`src/verilog/memory_map_defines.vh`:
```
`ifndef MEMORY_MAP_DEFINES_VH
`define MEMORY_MAP_DEFINES_VH
// ==========================================================================
// masters, in falling priority order for every memory-space target; in i/o space M_IOC beats M_DMA
// ==========================================================================
`define M_DATA 3'h0
`define M_PROG 3'h1
`define M_DMA 3'h2
`define M_USB 3'h3
`define M_LCD 3'h4
`define M_IOC 3'h5
`define M_NONE 3'h7
// ==========================================================================
// region kinds of a memory-space access
// ==========================================================================
`define RG_NONE 2'h0
`define RG_SRAM 2'h1
`define RG_ROM 2'h2
`define RG_EXT 2'h3
// ==========================================================================
// memory-space byte addresses
// ==========================================================================
`define SRAM_CPU_LO 24'h010000
`define SRAM_CPU_HI 24'h04FFFF
`define SRAM_BUS_LO 32'h00090000
`define SRAM_BUS_HI 32'h000CFFFF
`define SRAM_BLK_LSB 13
`define ROM_LO 24'hFE0000
`define EXT_LO 24'h050000
`define EXT_CS2_LO 24'h400000
`define EXT_CS3_LO 24'h800000
`define EXT_CS4_LO 24'hC00000
`define EXT_CS5_LO 24'hE00000
// ==========================================================================
// i/o-space peripheral codes
// ==========================================================================
`define IO_NONE 5'h00
`define IO_IDLE 5'h01
`define IO_DMA0 5'h02
`define IO_EXTIF 5'h06
`define IO_TMR0 5'h07
`define IO_RTC 5'h0A
`define IO_I2C 5'h0B
`define IO_UART 5'h0C
`define IO_SYSCTL 5'h0D
`define IO_I2S0 5'h0E
`define IO_LCD 5'h12
`define IO_SPI 5'h13
`define IO_CARD0 5'h14
`define IO_SAR 5'h16
`define IO_USB 5'h17
`endif

```
`src/verilog/memory_map_decoder.v`:
```
`include "memory_map_defines.vh"
module memory_map_decoder #(
    parameter NBLK = 32
) (
    input wire clk_sys_i,
    input wire rst_n_i,
    input wire ce_i,
    input wire [23:0] prog_addr_i,
    input wire prog_req_i,
    input wire [23:0] data_addr_i,
    input wire data_req_i,
    input wire [31:0] dma_addr_i,
    input wire dma_req_i,
    input wire dma_io_i,
    input wire [31:0] usb_addr_i,
    input wire usb_req_i,
    input wire [31:0] lcd_addr_i,
    input wire lcd_req_i,
    input wire [15:0] io_addr_i,
    input wire io_req_i,
    input wire rom_unmap_wr_i,
    input wire rom_unmap_wdata_i,
    input wire soft_reset_i,
    output wire [5:0] ack_o,
    output wire [5:0] stall_o,
    output wire [5:0] zero_o,
    output wire [NBLK-1:0] sram_sel_o,
    output wire [3*NBLK-1:0] sram_owner_o,
    output wire rom_sel_o,
    output wire [2:0] rom_owner_o,
    output wire [15:0] rom_word_o,
    output wire [4:0] ext_cs_n_o,
    output wire [2:0] ext_owner_o,
    output wire [20:0] ext_addr_o,
    output wire io_sel_o,
    output wire [4:0] io_periph_o,
    output wire [15:0] io_word_o,
    output wire io_from_dma_o,
    output wire rom_unmap_bit_o
);
    // ======================================================================
    // decode functions
    // ======================================================================
    // region of a cpu byte address; rom wins over the external range
    function [1:0] cpu_region;
        input [23:0] a;
        input unmap;
        begin
            if (a >= `SRAM_CPU_LO && a <= `SRAM_CPU_HI)
                cpu_region = `RG_SRAM;
            else if (a >= `ROM_LO)
                cpu_region = unmap ? `RG_NONE : `RG_ROM;
            else if (a >= `EXT_LO)
                cpu_region = `RG_EXT;
            else
                cpu_region = `RG_NONE;
        end
    endfunction

    // region of a dma/usb/lcd byte address: only the ram window exists
    function [1:0] bus_region;
        input [31:0] a;
        begin
            if (a >= `SRAM_BUS_LO && a <= `SRAM_BUS_HI)
                bus_region = `RG_SRAM;
            else
                bus_region = `RG_NONE;
        end
    endfunction

    // ram block number: each block spans 8k bytes above the window base
    function [4:0] blk_of;
        input [31:0] a;
        input [31:0] base;
        reg [31:0] d;
        begin
            d = a - base;
            blk_of = d[`SRAM_BLK_LSB+4:`SRAM_BLK_LSB];
        end
    endfunction

    // external space index: 0 = cs0, 1..4 = cs2..cs5
    function [2:0] ext_space;
        input [23:0] a;
        begin
            if (a < `EXT_CS2_LO)
                ext_space = 3'h0;
            else if (a < `EXT_CS3_LO)
                ext_space = 3'h1;
            else if (a < `EXT_CS4_LO)
                ext_space = 3'h2;
            else if (a < `EXT_CS5_LO)
                ext_space = 3'h3;
            else
                ext_space = 3'h4;
        end
    endfunction

    // one-hot grant to master index
    function [2:0] owner_of;
        input [5:0] g;
        integer k;
        begin
            owner_of = `M_NONE;
            for (k = 5; k >= 0; k = k - 1) begin
                if (g[k])
                    owner_of = k[2:0];
            end
        end
    endfunction

    // ======================================================================
    // state
    // ======================================================================
    reg rom_unmap_r;
    reg [5:0] ack_r;
    reg [5:0] stall_r;
    reg [5:0] zero_r;
    reg [NBLK-1:0] sram_sel_r;
    reg [3*NBLK-1:0] sram_owner_r;
    reg rom_sel_r;
    reg [2:0] rom_owner_r;
    reg [15:0] rom_word_r;
    reg [4:0] ext_cs_n_r;
    reg [2:0] ext_owner_r;
    reg [20:0] ext_addr_r;
    reg io_sel_r;
    reg [4:0] io_periph_r;
    reg [15:0] io_word_r;
    reg io_from_dma_r;

    // ======================================================================
    // per-master decode of the five memory-space masters
    // ======================================================================
    wire [31:0] maddr [0:4];
    wire [4:0] mreq;
    wire [1:0] mreg [0:4];
    wire [4:0] mblk [0:4];

    assign maddr[0] = {8'h00, data_addr_i};
    assign maddr[1] = {8'h00, prog_addr_i};
    assign maddr[2] = dma_addr_i;
    assign maddr[3] = usb_addr_i;
    assign maddr[4] = lcd_addr_i;
    // a dma access goes either to memory or to i/o space, never both
    assign mreq = {lcd_req_i, usb_req_i, dma_req_i & ~dma_io_i,
                   prog_req_i, data_req_i};
    assign mreg[0] = cpu_region(data_addr_i, rom_unmap_r);
    assign mreg[1] = cpu_region(prog_addr_i, rom_unmap_r);
    assign mreg[2] = bus_region(dma_addr_i);
    assign mreg[3] = bus_region(usb_addr_i);
    assign mreg[4] = bus_region(lcd_addr_i);

    genvar m;
    generate
        for (m = 0; m < 5; m = m + 1) begin : g_blk
            assign mblk[m] = blk_of(maddr[m],
                (m < 2) ? {8'h00, `SRAM_CPU_LO} : `SRAM_BUS_LO);
        end
    endgenerate

    // ======================================================================
    // ram block arbitration, one arbiter per block
    // ======================================================================
    wire [5*NBLK-1:0] sram_gnt;
    genvar b;
    generate
        for (b = 0; b < NBLK; b = b + 1) begin : g_sram
            wire [4:0] req_b;
            for (m = 0; m < 5; m = m + 1) begin : g_req
                assign req_b[m] = mreq[m] && mreg[m] == `RG_SRAM &&
                                  mblk[m] == b;
            end
            // same-block collisions: one wins, the others stall
            resource_arbiter #(.N(5)) u_arb (
                .req_i(req_b),
                .grant_o(sram_gnt[5*b +: 5])
            );
        end
    endgenerate

    // ======================================================================
    // rom and external arbitration (program and data buses only)
    // ======================================================================
    wire [1:0] rom_req;
    wire [1:0] rom_gnt;
    wire [1:0] ext_req;
    wire [1:0] ext_gnt;

    assign rom_req = {mreq[1] && mreg[1] == `RG_ROM,
                      mreq[0] && mreg[0] == `RG_ROM};
    assign ext_req = {mreq[1] && mreg[1] == `RG_EXT,
                      mreq[0] && mreg[0] == `RG_EXT};

    resource_arbiter #(.N(2)) u_rom_arb (
        .req_i(rom_req),
        .grant_o(rom_gnt)
    );

    resource_arbiter #(.N(2)) u_ext_arb (
        .req_i(ext_req),
        .grant_o(ext_gnt)
    );

    // ======================================================================
    // i/o space: cpu i/o opcodes against dma, cpu first
    // ======================================================================
    wire [4:0] io_cpu_code;
    wire [4:0] io_dma_code;
    wire io_dma_ok;
    wire [1:0] io_req;
    wire [1:0] io_gnt;

    io_space_decoder u_io_cpu (
        .addr_i(io_addr_i),
        .periph_o(io_cpu_code),
        .dma_ok_o()
    );

    io_space_decoder u_io_dma (
        .addr_i(dma_addr_i[15:0]),
        .periph_o(io_dma_code),
        .dma_ok_o(io_dma_ok)
    );

    // reserved words and forbidden dma targets never reach a peripheral
    assign io_req = {dma_req_i & dma_io_i & io_dma_ok,
                     io_req_i & (io_cpu_code != `IO_NONE)};

    resource_arbiter #(.N(2)) u_io_arb (
        .req_i(io_req),
        .grant_o(io_gnt)
    );

    // ======================================================================
    // outcome per master: served, unmapped (zero), or stalled
    // ======================================================================
    reg [5:0] req_all;
    reg [5:0] served;
    reg [5:0] unmapped;
    integer j;
    always @* begin
        req_all = {io_req_i, mreq[4:3], dma_req_i, mreq[1:0]};
        served = {io_gnt[0], 3'h0, rom_gnt[1] | ext_gnt[1],
                  rom_gnt[0] | ext_gnt[0]};
        served[`M_DMA] = io_gnt[1];
        for (j = 0; j < NBLK; j = j + 1)
            served[4:0] = served[4:0] | sram_gnt[5*j +: 5];
        unmapped = 6'h00;
        for (j = 0; j < 5; j = j + 1)
            unmapped[j] = mreq[j] && mreg[j] == `RG_NONE;
        unmapped[`M_DMA] = unmapped[`M_DMA] |
                           (dma_req_i & dma_io_i & ~io_dma_ok);
        unmapped[`M_IOC] = io_req_i && io_cpu_code == `IO_NONE;
    end

    // ======================================================================
    // rom unmap bit
    // ======================================================================
    // soft_reset_i is deliberately not looked at here
    always @(posedge clk_sys_i) begin
        if (!rst_n_i)
            rom_unmap_r <= 1'b0;
        else if (ce_i && rom_unmap_wr_i)
            rom_unmap_r <= rom_unmap_wdata_i;
    end

    // ======================================================================
    // handshake flags
    // ======================================================================
    // an unmapped access completes at once and reads as zero
    always @(posedge clk_sys_i) begin
        if (!rst_n_i) begin
            ack_r <= 6'h00;
            stall_r <= 6'h00;
            zero_r <= 6'h00;
        end else if (ce_i) begin
            ack_r <= served | unmapped;
            stall_r <= req_all & ~served & ~unmapped;
            zero_r <= unmapped;
        end
    end

    // ======================================================================
    // ram block selects and owners
    // ======================================================================
    integer n;
    always @(posedge clk_sys_i) begin
        if (!rst_n_i) begin
            sram_sel_r <= {NBLK{1'b0}};
            sram_owner_r <= {(3*NBLK){1'b1}};
        end else if (ce_i) begin
            for (n = 0; n < NBLK; n = n + 1) begin
                sram_sel_r[n] <= |sram_gnt[5*n +: 5];
                sram_owner_r[3*n +: 3] <=
                    owner_of({1'b0, sram_gnt[5*n +: 5]});
            end
        end
    end

    // ======================================================================
    // rom port
    // ======================================================================
    always @(posedge clk_sys_i) begin
        if (!rst_n_i) begin
            rom_sel_r <= 1'b0;
            rom_owner_r <= `M_NONE;
            rom_word_r <= 16'h0000;
        end else if (ce_i) begin
            rom_sel_r <= |rom_gnt;
            rom_owner_r <= owner_of({4'h0, rom_gnt});
            if (rom_gnt[0])
                rom_word_r <= data_addr_i[16:1];
            else if (rom_gnt[1])
                rom_word_r <= prog_addr_i[16:1];
        end
    end

    // ======================================================================
    // external chip selects and address
    // ======================================================================
    // selects are active low; only the granted space's pin drops
    always @(posedge clk_sys_i) begin
        if (!rst_n_i) begin
            ext_cs_n_r <= 5'h1F;
            ext_owner_r <= `M_NONE;
            ext_addr_r <= 21'h000000;
        end else if (ce_i) begin
            ext_cs_n_r <= 5'h1F;
            ext_owner_r <= owner_of({4'h0, ext_gnt});
            if (ext_gnt[0]) begin
                ext_cs_n_r[ext_space(data_addr_i)] <= 1'b0;
                ext_addr_r <= data_addr_i[21:1];
            end else if (ext_gnt[1]) begin
                ext_cs_n_r[ext_space(prog_addr_i)] <= 1'b0;
                ext_addr_r <= prog_addr_i[21:1];
            end
        end
    end

    // ======================================================================
    // i/o space select
    // ======================================================================
    always @(posedge clk_sys_i) begin
        if (!rst_n_i) begin
            io_sel_r <= 1'b0;
            io_periph_r <= `IO_NONE;
            io_word_r <= 16'h0000;
            io_from_dma_r <= 1'b0;
        end else if (ce_i) begin
            io_sel_r <= |io_gnt;
            io_from_dma_r <= io_gnt[1];
            if (io_gnt[0]) begin
                io_periph_r <= io_cpu_code;
                io_word_r <= io_addr_i;
            end else if (io_gnt[1]) begin
                io_periph_r <= io_dma_code;
                io_word_r <= dma_addr_i[15:0];
            end else begin
                io_periph_r <= `IO_NONE;
            end
        end
    end

    // ======================================================================
    // outputs
    // ======================================================================
    assign ack_o = ack_r;
    assign stall_o = stall_r;
    assign zero_o = zero_r;
    assign sram_sel_o = sram_sel_r;
    assign sram_owner_o = sram_owner_r;
    assign rom_sel_o = rom_sel_r;
    assign rom_owner_o = rom_owner_r;
    assign rom_word_o = rom_word_r;
    assign ext_cs_n_o = ext_cs_n_r;
    assign ext_owner_o = ext_owner_r;
    assign ext_addr_o = ext_addr_r;
    assign io_sel_o = io_sel_r;
    assign io_periph_o = io_periph_r;
    assign io_word_o = io_word_r;
    assign io_from_dma_o = io_from_dma_r;
    assign rom_unmap_bit_o = rom_unmap_r;
endmodule // memory_map_decoder

```
`src/verilog/resource_arbiter.v`:
```
`include "memory_map_defines.vh"
// fixed-priority arbiter: the lowest requester index wins the target
module resource_arbiter #(
    parameter N = 5
) (
    input wire [N-1:0] req_i,
    output reg [N-1:0] grant_o
);
    integer i;
    reg taken;
    // ======================================================================
    // priority pick
    // ======================================================================
    // one grant at most, so a single-port target never sees two accesses
    always @* begin
        taken = 1'b0;
        grant_o = {N{1'b0}};
        for (i = 0; i < N; i = i + 1) begin
            if (req_i[i] && !taken) begin
                grant_o[i] = 1'b1;
                taken = 1'b1;
            end
        end
    end
endmodule // resource_arbiter

```
`src/verilog/io_space_decoder.v`:
```
`include "memory_map_defines.vh"
// word address of the 64k i/o space to a peripheral code
module io_space_decoder (
    input wire [15:0] addr_i,
    output reg [4:0] periph_o,
    output reg dma_ok_o
);
    // ======================================================================
    // range decode
    // ======================================================================
    // gaps between ranges stay IO_NONE, so reserved words select nothing
    always @* begin
        periph_o = `IO_NONE;
        if (addr_i <= 16'h0004)
            periph_o = `IO_IDLE;
        else if (addr_i[15:10] == 6'h03 && addr_i[7] == 1'b0)
            periph_o = `IO_DMA0 + {3'h0, addr_i[9:8]};
        else if (addr_i >= 16'h1000 && addr_i <= 16'h10DD)
            periph_o = `IO_EXTIF;
        else if (addr_i[15:8] == 8'h18 && addr_i[7:6] != 2'h3 &&
                 addr_i[5] == 1'b0)
            periph_o = `IO_TMR0 + {3'h0, addr_i[7:6]};
        else if (addr_i >= 16'h1900 && addr_i <= 16'h197F)
            periph_o = `IO_RTC;
        else if (addr_i >= 16'h1A00 && addr_i <= 16'h1A6C)
            periph_o = `IO_I2C;
        else if (addr_i >= 16'h1B00 && addr_i <= 16'h1B1F)
            periph_o = `IO_UART;
        else if (addr_i[15:8] == 8'h1C)
            periph_o = `IO_SYSCTL;
        else if (addr_i[15:10] == 6'h0A && addr_i[7:0] <= 8'h40)
            periph_o = `IO_I2S0 + {3'h0, addr_i[9:8]};
        else if (addr_i >= 16'h2E00 && addr_i <= 16'h2E40)
            periph_o = `IO_LCD;
        else if (addr_i >= 16'h3000 && addr_i <= 16'h300F)
            periph_o = `IO_SPI;
        else if (addr_i[15:9] == 7'h1D && addr_i[7:5] == 3'h0)
            periph_o = `IO_CARD0 + {4'h0, addr_i[8]};
        else if (addr_i[15:8] == 8'h70)
            periph_o = `IO_SAR;
        else if (addr_i[15])
            periph_o = `IO_USB;
    end

    // ======================================================================
    // peripherals that a dma channel may reach in i/o space
    // ======================================================================
    always @* begin
        case (periph_o)
            `IO_I2C, `IO_UART, `IO_EXTIF, `IO_USB, `IO_SAR,
            `IO_CARD0, `IO_CARD0 + 5'h01,
            `IO_I2S0, `IO_I2S0 + 5'h01, `IO_I2S0 + 5'h02,
            `IO_I2S0 + 5'h03: dma_ok_o = 1'b1;
            default: dma_ok_o = 1'b0;
        endcase
    end
endmodule // io_space_decoder

```
`config.mk`:
```
export PLATFORM = sky130hd
export DESIGN_NAME = memory_map_decoder
export DESIGN_NICKNAME = d
export VERILOG_FILES = /design/src/verilog/memory_map_decoder.v /design/src/verilog/resource_arbiter.v /design/src/verilog/io_space_decoder.v
export VERILOG_INCLUDE_DIRS = /design/src /design/src/verilog
export SDC_FILE = /design/constraint.sdc
export NUM_CORES = 1
export LEC_CHECK = 0
export BUFFER_PORTS_ARGS = -buffer_cell sky130_fd_sc_hd__buf_2
export CAP_MARGIN = 10
export CELL_PAD_IN_SITES_DETAIL_PLACEMENT = 0
export CELL_PAD_IN_SITES_GLOBAL_PLACEMENT = 1
export CORE_MARGIN = 1.5
export CORE_UTILIZATION = 39
export CTS_CLUSTER_DIAMETER = 80
export DETAILED_ROUTE_END_ITERATION = 12
export HOLD_SLACK_MARGIN = 0.03
export PLACE_DENSITY_LB_ADDON = 0.1
export SYNTH_ARGS = -nofsm -noshare
export SYNTH_HDL_FRONTEND = slang
export SYNTH_HIERARCHICAL = 1
export SYNTH_SLANG_ARGS = --single-unit
```
`constraint.sdc`:
```
create_clock -name clk_sys_i -period 4.3 [get_ports clk_sys_i]
set_clock_uncertainty 0.05 [all_clocks]
set_input_delay 0.215 -clock clk_sys_i [delete_from_list [all_inputs] [get_ports clk_sys_i]]
set_output_delay 0.215 -clock clk_sys_i [all_outputs]
set_load 0.02 [all_outputs]
```
## Word level (Yosys, flattened, before mapping)

Memory sizes are Yosys's and may differ from the RTL's.
Index checks and enable logic that the tools add are counted.

| operators by class | value |
|---|---|
| add/sub/neg operators | 13 |
| $lt $le $gt $ge | 54 |
| equality and inequality tests | 178 |
| muxes and demuxes | 493 |
| bitwise logic cells | 53 |
| reduce and logical (&&, ||, !) cells | 521 |

Operator list:

| kind | count |
|---|---|
| $mux W3 | 147 |
| $eq A5 B5 Y1 const B | 80 |
| $logic_and A1 B1 Y1 | 336 |
| $mux W1 | 267 |
| $eq A5 B4 Y1 const B | 40 |
| $mux W5 | 32 |
| $reduce_or A5 Y1 | 32 |
| $or A5 B5 Y5 | 31 |
| $lt A24 B24 Y1 const B | 6 |
| $logic_not A1 Y1 | 131 |
| $ge A16 B13 Y1 const B | 8 |
| $le A16 B13 Y1 const B | 8 |
| $eq A5 B3 Y1 const B | 20 |
| $ge A32 B20 Y1 const B | 3 |
| $le A32 B20 Y1 const B | 3 |
| $sub A18 B17 Y18 const B | 5 |
| $mux W2 | 39 |
| $ge A16 B14 Y1 const B | 4 |
| $le A16 B14 Y1 const B | 4 |
| $mux W16 | 4 |
| $eq A5 B2 Y1 const B | 10 |
| $ge A24 B17 Y1 const B | 2 |
| $ge A24 B19 Y1 const B | 2 |
| $ge A24 B24 Y1 const B | 2 |
| other kinds (36) | 96 |

| storage, ports and cells | value |
|---|---|
| bits in registers | 219 |
| memory bits (read-only) | 32 |
| bits of input ports | 173 |
| memories | 1 |

Memories:

| name | depth | bits a word | read ports | clocked after memory_dff | wr ports | RTL line | text |
|---|---|---|---|---|---|---|---|
| (name not given) | 32 | 1 | 1 | 0 | 0 | io_space_decoder.v:49 | `case (periph_o)` |

## Depth between registers and ports, before layout

| depth | value |
|---|---|
| word-level depth | 55 |
| gate-level depth with buffers | 18 |
| mapped depth without buffers | 17 |

## By module

Netlist, hierarchy kept.

By module, submodules not included:

| module | instances | cells each | area an instance (um2) | seq. area each (um2) |
|---|---|---|---|---|
| memory_map_decoder | 1 | 1556 | 11932.7 | 4344.2 |
| resource_arbiter at g_sram[0].u_arb ... | 32 | 6 | 55.1 | 0.0 |
| io_space_decoder | 2 | 84 | 618.1 | 0.0 |
| resource_arbiter at u_ext_arb ... | 3 | 2 | 21.3 | 0.0 |

## Least setup slack after synthesis

No wires, ideal clock.

| timing | value |
|---|---|
| path type | input-to-reg |
| from | input port io_addr_i[7] |
| to | register io_word_r[10], in the netlist io_word_o[10] |
| library setup time | 0.116 ns |
| arrival | 3.648 ns |
| data required time | 4.134 ns |
| setup slack | 0.485 ns |
| stages | 16 |
| cells stage by stage | inv_1 > ha_1 > nand4_2 > or4_4 > a2111oi_2 > a41oi_1 > a311oi_2 > or4_1 > nor2_1 > nor2b_1 > buf_4 > clkbuf_1 > buf_1 > mux2i_1 > nand2_1 > o211a_1 |

| between the ends | value |
|---|---|
| word-level cells in the longest chain between the ends | 22 |
| elaborated cells between the ends (all ways) | 50 |
| classes of those cells | add/sub (1); order compare (14); eq/ne (1); mux (15); bitwise (2); reduce/logical (17) |

Ends and longest elaborated chain:

| item | RTL line | text |
|---|---|---|
| from (decl) | memory_map_decoder.v:19 | `input wire [15:0] io_addr_i,` |
| parallel branches: the longest is 13 deep, another holds $ge A16 B14 Y1 | -- |  |
| $mux W5 * | io_space_decoder.v:14 | `if (addr_i <= 16'h0004)` |
| via io_cpu_code[3] | memory_map_decoder.v:208 | `wire [4:0] io_cpu_code;` |
| $reduce_bool A5 Y1 (no line) * | -- |  |
| $and A1 B1 Y1 * | memory_map_decoder.v:228 | `` io_req_i & (io_cpu_code != `IO_NONE)}; `` |
| via io_req[0] | memory_map_decoder.v:211 | `wire [1:0] io_req;` |
| $mux W1 * | resource_arbiter.v:19 | `if (req_i[i] && !taken) begin` |
| via io_gnt[0] | memory_map_decoder.v:212 | `wire [1:0] io_gnt;` |
| $logic_not A1 Y1 | resource_arbiter.v:19 |  |
| $logic_and A1 B1 Y1 | resource_arbiter.v:19 |  |
| $mux W1 | resource_arbiter.v:19 |  |
| $reduce_bool A2 Y1 (no line) | -- |  |
| $reduce_and A2 Y1 (no line) | -- |  |
| to (signal assigned) | memory_map_decoder.v:355 | `io_word_r <= io_addr_i;` |
| to (signal assigned) | memory_map_decoder.v:358 | `io_word_r <= dma_addr_i[15:0];` |
| to (decl) | memory_map_decoder.v:129 | `reg [15:0] io_word_r;` |

Mark *: on every way through the listed nets, which the timed path passes.
A chain may end at the register's enable or synchronous reset.

## Worst setup path in the final report

| timing | value |
|---|---|
| from | input port prog_addr_i[3] |
| to | register stall_r[3], in the netlist stall_o[3] |

| between the ends | value |
|---|---|
| elaborated cells between the ends (all ways) | 366 |
| classes of those cells | add/sub (1); order compare (4); eq/ne (32); mux (99); bitwise (35); reduce/logical (195) |

RTL lines:

| item | RTL line | text |
|---|---|---|
| from (decl) | memory_map_decoder.v:8 | `input wire [23:0] prog_addr_i,` |
| $ge A24 B19 Y1 (no line) | -- |  |
| $mux W2 | memory_map_decoder.v:53 | `` else if (a >= `EXT_LO) `` |
| $mux W2 | memory_map_decoder.v:51 | `` else if (a >= `ROM_LO) `` |
| $mux W2 | memory_map_decoder.v:49 | `` if (a >= `SRAM_CPU_LO && a <= `SRAM_CPU_HI) `` |
| $eq A2 B1 Y1 (no line) | -- |  |
| $logic_and A1 B1 Y1 (no line) | -- |  |
| $logic_and A1 B1 Y1 * | memory_map_decoder.v:171 | `` assign req_b[m] = mreq[m] && mreg[m] == `RG_SRAM && `` |
| via g_sram[25].req_b[1] | memory_map_decoder.v:169 | `wire [4:0] req_b;` |
| [... 4 more ...] | -- |  |
| $mux W1 * | resource_arbiter.v:19 |  |
| $logic_not A1 Y1 * | resource_arbiter.v:19 |  |
| $logic_and A1 B1 Y1 * | resource_arbiter.v:19 |  |
| $mux W1 * | resource_arbiter.v:19 |  |
| via sram_gnt[128] | memory_map_decoder.v:165 | `wire [5*NBLK-1:0] sram_gnt;` |
| $or A5 B5 Y5 * (7 in a row) | memory_map_decoder.v:248 | `served[4:0] = served[4:0] \| sram_gnt[5*j +: 5];` |
| $not A6 Y6 * | memory_map_decoder.v:279 | `stall_r <= req_all & ~served & ~unmapped;` |
| $and A6 B6 Y6 * (2 in a row) | memory_map_decoder.v:279 |  |
| to (signal assigned) | memory_map_decoder.v:279 |  |
| to (decl) | memory_map_decoder.v:117 | `reg [5:0] stall_r;` |

The timed path passes the listed nets; every way through them passes the cells marked *.

==> metrics.csv <==
stage;metric;value;unit
worst_setup_path;RR Startpoint;rom_unmap_bit_o;
floorplanning;area of the core;0.0377;mm²
placement;dpl cells;2859;
final_layout;layout cell share with drive strength beyond 1;32.1;%
worst_setup_path;Worst Setup Start Kind;input pin;
placement;Placed Area;0.0183;mm²
sta;fin crit share;93.7;%
global_routing;largest net degree at the start of global routing;96;
floorplanning;Rows;71;
worst_setup_path;Crit Reg-Reg Endpoint;rom_word_o[3];
routing;wire length on met3;4.46;mm
worst_setup_path;Critical path origin;prog_addr_i[3];
worst_setup_path;Setup CP Type;input pin to flop;
clock_tree;CTS Hold Buffers Added;49;
clock_tree;worst skew pair latency;0.56;ns
clock_tree;# resized after CTS;0;
pwr;leakage;0.00882;µW
pwr;Peak VDD IR;0.000269;V
worst_setup_path;CP Capture Point;stall_o[3];
final_layout;fin nets;2618;
final_layout;antenna cell count;0;
floorplanning;die width;199;µm
worst_setup_path;kind of end point of the critical path;flop;
floorplanning;io pins;392;
placement;RePlAce Congestion;0.993;
sta;achievable frequency;248;MHz
sta;Least-Margin Pin Slew;0.812;ns
clock_tree;Root Buffer Master;clkbuf_16;
global_routing;global-route wire length before repair;95.1;mm
routing;max layer used;met5;
routing;DRC Markers;0;
clock_tree;CTS tree;built;
placement;pre-CTS setup slack;0.0227;ns
routing;Vias/cell;5.69;
clock_tree;Clock Path Buffers;3;
routing;metal2 WL;29.4;mm
sta;RSZ-0062 raised after global routing;false;
outcome;status;completed;
sta;hold slack;0.0453;ns
global_routing;initial antenna violation count;3;
routing;via count;16800;
clock_tree;Setup Fix Bufs, Post-CTS;0;
worst_setup_path;required time worst endpoint;4.74;ns
sta;TNS Setup;0;ns
global_routing;grt ovf;0;
synthesis;Post-Synthesis Cells;1918;
worst_setup_path;CP Data Arrival Time;4.47;ns
global_routing;vias in the first global route;16100;
worst_setup_path;Reg2Reg Setup Slack;1.61;ns
placement;DP HPWL;49.6;mm
worst_setup_path;Worst Path Max Fanout;10;
job;MaxCap Viol Count;0;
sta;min cycle time layout;4.03;ns
floorplanning;Initial Util;39.7;%
worst_setup_path;worst r2r path cells;6;
routing;Pre-Repair DR Iteration Count;5;
clock_tree;CTS Sinks;217;
synthesis;Ys Warns;6;
clock_tree;Clock transition at path regs;0.06;ns
final_layout;fin cells;2950;
placement;Port Buffers;390;
final_layout;Area Overhead vs Synth;30.6;%
routing;Met1 Routed Length;26.5;mm
synthesis;synthesized area;0.0150;mm²
synthesis;Avg Cell Area, Syn;7.80;µm²
routing;Routed Antenna Nets;0;
sta;Setup-failing EPs final;0;
sta;headroom to the max-slew limit;45.9;%
routing;initial drt markers;1130;
sta;final slew viol count;0;
hold_path;Hold Path Class;input pin to flop;
pwr;PD cells;262;mW/mm²
final_layout;Final Cell Area;0.0195;mm²
routing;wire per inst;21.4;µm
clock_tree;CTS buffer count;25;
routing;post-detailed-routing wire length;63.2;mm
synthesis;Syn Nets;2112;
sta;Final Hold Viols;0;
floorplanning;die area;0.0395;mm²
floorplanning;Die Y;199;µm
global_routing;gr usage total;31.2;%
hold_path;hold depth;2;
clock_tree;# H-tree levels;1;
sta;setup ws final;0.270;ns
## stage by stage
step                      util (%)  total power (µW)
after detailed placement      48.5              3060
after global routing          51.9              5310
after CTS                     51.9              5170
after floorplan                  -              2670
after global placement        48.5              3050
final                         51.9              5130
## layer usage
metal,vias to the layer above,GRT usage (%)
li1,8059,-
met1,7986,38.5
met2,586,52.4
met3,144,6.90
met4,6,12.8
met5,-,0
## cells in the final DEF (no fill, tap or decap), types with 5 or more instances in the layout
master         count
nand4b_1           9
a41oi_1            8
nor3b_1           44
o21ai_0          122
o211a_1           55
mux2i_1           48
dlygate4sd3_1     49
nor2_1           157
nand2b_1          74
o211ai_1          12
dfxtp_1          217
nor2b_1           50
inv_1             93
nor3_1            82
a22o_1             5
o31ai_1            7
nor4_1            95
a21oi_1           43
buf_2            388
clkbuf_16         25
o221a_2           32
nor4b_1           11
ha_1              21
clkbuf_8           5
buf_4            188
nand2_1          216
nor4b_2           32
nand4_1           54
clkbuf_1           6
or4_1              9
nor4_2            40
nand3_1           94
a31o_2            28
and3_1             8
## state kept, by name (all words and copies together), names as in the netlist
signal	count
rom_sel_o	1
io_sel_o	1
sram_owner_o	96
stall_o	6
rom_owner_o	2
ext_addr_o	21
zero_o	6
ack_o	6
ext_owner_o	2
sram_sel_o	32
io_periph_o	5
io_word_o	16
rom_unmap_bit_o	1
io_from_dma_o	1
ext_cs_n_o	5
rom_word_o	16
## cell type report
type	count	area (µm²)
Timing Repair Buffer	630	3930
Fill cell	3782	18100
Clock inverter	6	62.6
Sequential cell	217	4340
Inverter	96	360
Multi-Input combinational cell	1454	9490
Tap cell	511	639
Clock buffer	36	717
## critical path, cell delays in order
cell and delay [ns]:
dlygate4sd3_1 0.53, buf_2 0.14, nor4_1 0.40, and4_1 0.39, a21o_1 0.40, nand4b_1 0.34, nor3_1 0.58, nor4b_2 0.17
nor4_1 0.38, nand4_1 0.15, nor4_1 0.29, buf_4 0.17, and3_1 0.16, a22o_1 0.14
## worst min-delay path by stage
stage	start	to	slack [ns]
after global routing	data_addr_i[11]	ext_addr_o[10]	0.06
after CTS	data_addr_i[11]	ext_addr_o[10]	0.03
after detailed placement	sram_owner_o[29]	sram_owner_o[29]	0.40
after floorplan	io_req_i	ack_o[5]	0.30
final	rst_n_i	sram_owner_o[15]	0.05
after global placement	stall_o[1]	stall_o[1]	0.39
## power breakdown
group | switching, µW | total, µW | internal [µW]
registers | 43.8 | 2140 | 2100
clock network | 861 | 2070 | 1210
logic | 586 | 916 | 330
total | 1490 | 5130 | 3630
No activity file was read; power rests on OpenSTA's default activity.
